[src/user_nvm_regs.svh]
`ifndef USER_NVM_REGS_SVH
`define USER_NVM_REGS_SVH
`define NVM_BANKS 8
`define NVM_BANK_BITS 128
`define NVM_BYTES_PER_BANK 16
`define NVM_ADDR_W 7
`define NVM_BANK_MSB 6
`define NVM_BANK_LSB 4
`define NVM_BYTE_MSB 3
`define NVM_BYTE_LSB 0
`define NVM_ERASED_BYTE 8'hff
`define NVM_OP_IDLE 2'h0
`define NVM_OP_ERASE 2'h1
`define NVM_OP_WRITE 2'h2
`define NVM_OP_READ 2'h3
`endif

[src/user_nvm_pkg.sv]
package user_nvm_pkg;
    typedef logic [6:0] nvm_addr_t;
    typedef logic [7:0] nvm_byte_t;
    typedef logic [127:0] nvm_bank_t;
    typedef enum logic [1:0] {
        prog_idle = 2'b00,
        prog_erase = 2'b01,
        prog_write = 2'b11,
        prog_read = 2'b10
    } prog_state_e;
endpackage

[src/user_nvm_store.sv]
`timescale 1ns/1ps
`default_nettype none
`include "user_nvm_regs.svh"
module user_nvm_store (
    input wire logic clock,
    input wire logic reset,
    input wire logic [6:0] rd_addr,
    input wire logic rd_en,
    output logic [7:0] rd_data,
    output logic rd_valid,
    input wire logic prog_req,
    input wire logic [1:0] prog_op,
    input wire logic [2:0] prog_bank,
    input wire logic [127:0] prog_data,
    input wire logic prog_decrypt,
    input wire logic [127:0] prog_key,
    output logic prog_done,
    output logic [127:0] prog_rdata
);
    function automatic logic [2:0] bank_of(input logic [6:0] a);
        bank_of = a[`NVM_BANK_MSB:`NVM_BANK_LSB];
    endfunction
    function automatic logic [3:0] byte_of(input logic [6:0] a);
        byte_of = a[`NVM_BYTE_MSB:`NVM_BYTE_LSB];
    endfunction

    // picks one byte lane out of a bank word
    function automatic logic [7:0] lane_of(
        input logic [127:0] w,
        input logic [3:0] idx
    );
        logic [7:0] r;
        r = 8'h00;
        for (int i = 0; i < `NVM_BYTES_PER_BANK; i++) begin
            if (idx == 4'(i)) begin
                r = w[i*8 +: 8];
            end
        end
        lane_of = r;
    endfunction

    // operations the programming side may request
    function automatic logic op_valid(input logic [1:0] o);
        op_valid = (o == `NVM_OP_ERASE) || (o == `NVM_OP_WRITE) || (o == `NVM_OP_READ);
    endfunction

    // non-volatile: the array has a clock but no reset
    logic [127:0] mem_ff [0:`NVM_BANKS-1];
    logic [127:0] load_data;
    logic [127:0] data_ff;
    logic [1:0] op_ff;
    logic [2:0] bank_ff;
    user_nvm_pkg::prog_state_e state_ff;
    user_nvm_pkg::prog_state_e nxt_state;
    logic done_ff;
    logic [127:0] prog_rdata_ff;
    logic [7:0] rd_data_ff;
    logic rd_valid_ff;
    logic accept;
    logic erase_stb;
    logic write_stb;
    logic read_stb;
    logic store_we;
    logic op_finish;
    logic [7:0] sel_byte;

    user_nvm_key_xor u_dec (
        .enable(prog_decrypt),
        .key(prog_key),
        .bank(prog_bank),
        .data_in(prog_data),
        .data_out(load_data)
    );

    assign accept = (state_ff == user_nvm_pkg::prog_idle) && prog_req && !done_ff
        && op_valid(prog_op);
    assign erase_stb = (state_ff == user_nvm_pkg::prog_erase);
    assign write_stb = (state_ff == user_nvm_pkg::prog_write);
    assign read_stb = (state_ff == user_nvm_pkg::prog_read);
    assign store_we = erase_stb || write_stb;
    // a write runs as erase then program; a plain erase ends after its step
    assign op_finish = (erase_stb && (op_ff == `NVM_OP_ERASE)) || write_stb || read_stb;

    // request latch: operation, bank and optionally decrypted data
    always_ff @(posedge clock or posedge reset) begin
        if (reset) begin
            op_ff <= `NVM_OP_IDLE;
            bank_ff <= 3'h0;
            data_ff <= 128'h0;
        end else if (accept) begin
            op_ff <= prog_op;
            bank_ff <= prog_bank;
            data_ff <= load_data;
        end
    end

    always_ff @(posedge clock or posedge reset) begin
        if (reset) begin
            state_ff <= user_nvm_pkg::prog_idle;
        end else begin
            state_ff <= nxt_state;
        end
    end

    always_comb begin
        nxt_state = state_ff;
        case (state_ff)
            user_nvm_pkg::prog_idle: begin
                if (accept) begin
                    if (prog_op == `NVM_OP_READ) begin
                        nxt_state = user_nvm_pkg::prog_read;
                    end else begin
                        nxt_state = user_nvm_pkg::prog_erase;
                    end
                end
            end
            user_nvm_pkg::prog_erase: begin
                if (op_ff == `NVM_OP_WRITE) begin
                    nxt_state = user_nvm_pkg::prog_write;
                end else begin
                    nxt_state = user_nvm_pkg::prog_idle;
                end
            end
            user_nvm_pkg::prog_write: begin
                nxt_state = user_nvm_pkg::prog_idle;
            end
            user_nvm_pkg::prog_read: begin
                nxt_state = user_nvm_pkg::prog_idle;
            end
            default: begin
                nxt_state = user_nvm_pkg::prog_idle;
            end
        endcase
    end

    // only programming-port strobes reach the array; core reads never write
    always_ff @(posedge clock) begin
        if (erase_stb) begin
            mem_ff[bank_ff] <= {`NVM_BYTES_PER_BANK{`NVM_ERASED_BYTE}};
        end else if (write_stb) begin
            // programming can only clear bits of an erased bank
            mem_ff[bank_ff] <= mem_ff[bank_ff] & data_ff;
        end
    end

    // done stands until the requester lets go; completion wins a clash
    always_ff @(posedge clock or posedge reset) begin
        if (reset) begin
            done_ff <= 1'b0;
        end else if (op_finish) begin
            done_ff <= 1'b1;
        end else if (!prog_req) begin
            done_ff <= 1'b0;
        end
    end

    always_ff @(posedge clock or posedge reset) begin
        if (reset) begin
            prog_rdata_ff <= 128'h0;
        end else if (read_stb) begin
            prog_rdata_ff <= mem_ff[bank_ff];
        end
    end

    // core read: address taken on the edge, byte out after it and held
    always_ff @(posedge clock or posedge reset) begin
        if (reset) begin
            rd_data_ff <= 8'h00;
        end else if (rd_en) begin
            rd_data_ff <= lane_of(mem_ff[bank_of(rd_addr)], byte_of(rd_addr));
        end
    end

    always_ff @(posedge clock or posedge reset) begin
        if (reset) begin
            rd_valid_ff <= 1'b0;
        end else begin
            rd_valid_ff <= rd_en;
        end
    end

    assign rd_data = rd_data_ff;
    assign rd_valid = rd_valid_ff;
    assign prog_done = done_ff;
    assign prog_rdata = prog_rdata_ff;

    // checker byte pick by shift, independent of the lane function
    assign sel_byte = 8'(mem_ff[rd_addr[`NVM_BANK_MSB:`NVM_BANK_LSB]]
        >> {rd_addr[`NVM_BYTE_MSB:`NVM_BYTE_LSB], 3'h0});

    a_read_valid_next: assert property (@(posedge clock) disable iff (reset)
        rd_en |=> rd_valid)
        else $error("read valid missing after a core read");

    a_read_byte_lane: assert property (@(posedge clock) disable iff (reset)
        rd_en |=> (rd_data == $past(sel_byte)))
        else $error("read byte differs from the addressed lane");

    a_read_data_hold: assert property (@(posedge clock) disable iff (reset)
        !rd_en |=> $stable(rd_data))
        else $error("read data moved without a read");

    a_valid_follows_read: assert property (@(posedge clock) disable iff (reset)
        rd_valid |-> $past(rd_en))
        else $error("read valid without a read request");

    a_store_prog_only: assert property (@(posedge clock) disable iff (reset)
        store_we |-> prog_req)
        else $error("store written without a programming request");

    a_done_holds: assert property (@(posedge clock) disable iff (reset)
        (prog_done && prog_req) |=> prog_done)
        else $error("done dropped while the request stands");

    a_erase_done: assert property (@(posedge clock) disable iff (reset)
        (erase_stb && (op_ff == `NVM_OP_ERASE)) |=> prog_done)
        else $error("erase finished without done");

    a_write_after_erase: assert property (@(posedge clock) disable iff (reset)
        write_stb |-> $past(erase_stb))
        else $error("bank programmed without a preceding erase");

    c_core_read: cover property (@(posedge clock) disable iff (reset)
        rd_en ##1 rd_valid);
    c_bank_erase: cover property (@(posedge clock) disable iff (reset)
        erase_stb && (op_ff == `NVM_OP_ERASE));
    c_bank_write: cover property (@(posedge clock) disable iff (reset)
        write_stb);
    c_bank_readback: cover property (@(posedge clock) disable iff (reset)
        read_stb);
endmodule
`default_nettype wire

[src/user_nvm_key_xor.sv]
`timescale 1ns/1ps
`default_nettype none
`include "user_nvm_regs.svh"
// optional decryption of a loaded bank: keystream xor per bank
module user_nvm_key_xor (
    input wire logic enable,
    input wire logic [127:0] key,
    input wire logic [2:0] bank,
    input wire logic [127:0] data_in,
    output logic [127:0] data_out
);
    logic [127:0] stream;
    assign stream = {key[119:0], key[127:120] ^ {5'h00, bank}};
    assign data_out = enable ? (data_in ^ stream) : data_in;
endmodule
`default_nettype wire

[config.mk]
export PLATFORM = sky130hd
export DESIGN_NAME = user_nvm_store
export DESIGN_NICKNAME = d
export VERILOG_FILES = /design/src/user_nvm_pkg.sv /design/src/user_nvm_store.sv /design/src/user_nvm_key_xor.sv
export VERILOG_INCLUDE_DIRS = /design/src
export SDC_FILE = /design/constraint.sdc
export NUM_CORES = 2
export LEC_CHECK = 0
export ABC_AREA = 1
export BUFFER_PORTS_ARGS = -buffer_cell sky130_fd_sc_hd__buf_2
export CAP_MARGIN = 20
export CELL_PAD_IN_SITES_DETAIL_PLACEMENT = 1
export CELL_PAD_IN_SITES_GLOBAL_PLACEMENT = 2
export CORE_MARGIN = 2
export CORE_UTILIZATION = 37
export CTS_BUF_LIST = sky130_fd_sc_hd__clkbuf_4 sky130_fd_sc_hd__clkbuf_8
export CTS_CLUSTER_SIZE = 25
export DETAILED_ROUTE_END_ITERATION = 6
export HOLD_SLACK_MARGIN = 0.12
export PLACE_DENSITY_LB_ADDON = 0.1
export REMOVE_ABC_BUFFERS = 1
export SLEW_MARGIN = 20
export SYNTH_ARGS = -nofsm -noshare
export SYNTH_HDL_FRONTEND = slang
export SYNTH_HIERARCHICAL = 1
export SYNTH_SLANG_ARGS = --single-unit
[constraint.sdc]
create_clock -name clock -period 7.2 [get_ports clock]
set_clock_uncertainty 0.05 [all_clocks]
set_input_delay 0 -clock clock [delete_from_list [all_inputs] [get_ports clock]]
set_output_delay 0 -clock clock [all_outputs]
set_load 0.05 [all_outputs]
==> flow_summary.ini <==
[critical_path]
crit_path_frequent_cell = nor2_1
cpMaxStageDelayCell = dlygate4sd3_1
r2r_slack_ns = 2.90
crit_fanout = 36
startpoint_type = input port
critPathArrivalTime_ns = 5.41
critical_path.max_stage_delay_ns = 0.65
reg2reg_from = mem_ff[5][19]
crit_type = input port to register
r2r-end = rd_data[3]
path_cells = dlygate4sd3_1 -> buf_6 -> inv_6 -> buf_4 -> nand3_1 -> nand3_1 -> nand3_1 -> nor2_1 -> nand4_1 -> nor2_1 -> nand4_1 -> dlygate4sd3_1 -> nor2_1 -> dlygate4sd3_1 -> nand4_1 -> dlygate4sd3_1 -> nor2_1 -> nor2_1
critPathRequiredTime_ns = 8.00
end_kind = register
reg2reg_depth = 17

[logic_synthesis]
synth-edff-count = 1024
synth.distinct_cells = 34
syn_area_mm2 = 0.0614
postSynth.asyncResetShare = 0.210
ys_seq_area_frac = 0.612
synth_top_flop_cell = edfxtp_1
synth_area_leader_cell = edfxtp_1
synth.most_common_cell = edfxtp_1
yosysWarnings = 6
netlist_instances = 6267
synth-seq-cells = 1297
synth_common_cells = 1024 x edfxtp_1, 1001 x o21ai_0, 798 x nor2_1, 660 x nand2_1, 638 x inv_1
synth_top_cell_area_share = 0.501
avgSynthCellArea_um2 = 9.80
synthTopCellsByArea = edfxtp_1 50%, dfrtp_1 11%, o21ai_0 8.2%

[routing]
drc = 0
via_count = 51500
drtIter0Drc = 3461
ant_nets = 0
wl_mm = 234
vias_per_cell = 5.41
post_drt_wl_per_cell_um = 24.5
dr.pass1.iters = 5

[clock_network]
clk_pin_slew_ns = 0.06
clock_latency_ns = 0.97
cts.sinks = 1297
clock-root-buffer = clkbuf_8
cts_tree = built
numCtsBuffers = 230
h-tree-depth = 4
clk_path_buf_depth = 3
postCtsSetupRepairBufs = 0

[die]
pin_count = 411
start_util = 0.373
die_h_um = 411
core_mm2 = 0.165
row_count = 149
die-area_mm2 = 0.169
die_w_um = 411

[grt]
grt_pass1_wl_mm = 347
grt_max_degree = 175
grt_antenna_before_repair = 7
grt_pass1_vias = 53700
grtUsageTotal = 0.273
overflow = 0

[layout]
syn_to_final_growth_pct = 23.6
final_cells = 9522
nNetsFinal = 7396
drive_gt1_frac = 0.137
fin_area_mm2 = 0.0759

[sta]
period_minus_slack_ns = 4.61
slew_headroom = 0.291
drv_slew = 0
fin_crit_sh = 0.641
rsz0062_at_grt = false
hold_viol = 0
fin_tns_setup_ns = 0
max_freq_ghz = 0.217
finalSetupViolations = 0
tightest_slew_ns = 1.06

[power]
powerDensity_mw_per_mm2 = 348
vdd_drop_max_mv = 0.261
p_leak_nw = 28.2

[placed_design]
post-dp-hpwl_mm = 127
port_buffers = 410
dpl_cell_area_mm2 = 0.0654
post-place-cells = 8532
place.gp.congestion = 0.778

[status]
outcome = completed

[min_path]
hold_class = input port to asynchronous set/reset pin

[flow_run]
max_cap_viol_count = 0
## flip-flops by register name, summed over array words and instances, names as in the netlist
signal / cells
op_ff: 2
rd_data: 8
mem_ff: 1024
prog_rdata: 128
data_ff: 128
state_ff: 2
prog_done: 1
bank_ff: 3
rd_valid: 1
## per-stage QoR
step | power (W) | hold slack (ns) | utilization | setup WS [ns]
after floorplan | 0.0152 | -0.0186 | - | -14.39
after global placement | 0.0187 | 0.0288 | 0.397 | 3.03
after detailed placement | 0.0188 | 0.0361 | 0.397 | 2.97
after CTS | 0.0266 | 0.149 | 0.460 | 2.72
after global routing | 0.0277 | 0.213 | 0.460 | 2.55
final | 0.0264 | 0.186 | 0.460 | 2.59
## how the worst max path moves through the flow
stage | startpoint | endpoint | slack, ns | cells after the start
floorplan | bank_ff[0] | mem_ff[0][6] | -14.39 | 6
global placement | rd_addr[4] | rd_data[7] | 3.03 | 14
detailed placement | rd_addr[4] | rd_data[7] | 2.97 | 14
CTS | rd_addr[6] | rd_data[3] | 2.72 | 18
global route | rd_addr[6] | rd_data[3] | 2.55 | 18
finish | rd_addr[6] | rd_data[3] | 2.59 | 18
## cells in the final DEF (no fill, tap or decap), types with 23 or more instances in the layout
| cell type | instances |
|---|---|
| buf_4 | 77 |
| clkinv_2 | 31 |
| nand4_1 | 27 |
| clkbuf_4 | 81 |
| xor2_1 | 125 |
| nand2_1 | 658 |
| buf_12 | 23 |
| o211ai_1 | 140 |
| o21ai_0 | 1000 |
| nand3_1 | 257 |
| dlygate4sd3_1 | 548 |
| nor2_1 | 785 |
| a21oi_1 | 586 |
| clkinv_1 | 30 |
| a211oi_1 | 74 |
| dfrtp_1 | 272 |
| nand2_2 | 30 |
| buf_2 | 406 |
| clkbuf_8 | 276 |
| inv_1 | 633 |
| mux2_2 | 30 |
| o22ai_1 | 46 |
| o221ai_1 | 43 |
| edfxtp_1 | 1024 |
## routing by layer
metal | up-vias | wire (µm) | GRT usage
li1 | 23500 | - | -
met1 | 26200 | 103000 | 0.369
met2 | 1485 | 113000 | 0.463
met3 | 329 | 12300 | 0.0364
met4 | 2 | 5230 | 0.0707
met5 | - | 13 | 0
## what timing repair did
action / in CTS / in global routing
hold buffers: 548 / 0
endpoints found under the setup margin: 0 / 0
resized for setup: 0 / 0
hold endpoints to repair: 289 / 0
## cell families after synthesis
family                 count (synthesis)  share of synthesized area
multiplexers                          30                    0.00550
buffers and inverters               1077                     0.0732
AO/OA/AOI/OAI                       1959                      0.175
AND/OR/NAND/NOR                     1779                      0.116
flip-flops                          1297                      0.612
XOR/XNOR                             125                     0.0178
## worst max-delay path: cells and delay by family
kind,cells,cell delay [ns]
buffers and inverters,7,3.51
and+or+nand+nor,11,1.80
## report_power, final
| group | internal, W | switching, W |
|---|---|---|
| Sequential | 0.00929 | 0.000544 |
| Clock | 0.00415 | 0.00326 |
| Combinational | 0.00231 | 0.00685 |
## layout make-up
| cell class | instances | area, µm² |
|---|---|---|
| Tap cell | 2189 | 2740 |
| Antenna cell | 5 | 12.5 |
| Sequential cell | 1297 | 37600 |
| Clock inverter | 80 | 602 |
| Clock buffer | 357 | 4410 |
| Timing Repair Buffer | 1058 | 8610 |
| Inverter | 643 | 2460 |
| Fill cell | 18500 | 88900 |
| Multi-Input combinational cell | 3893 | 19500 |
(Power assumes the default switching activity.)
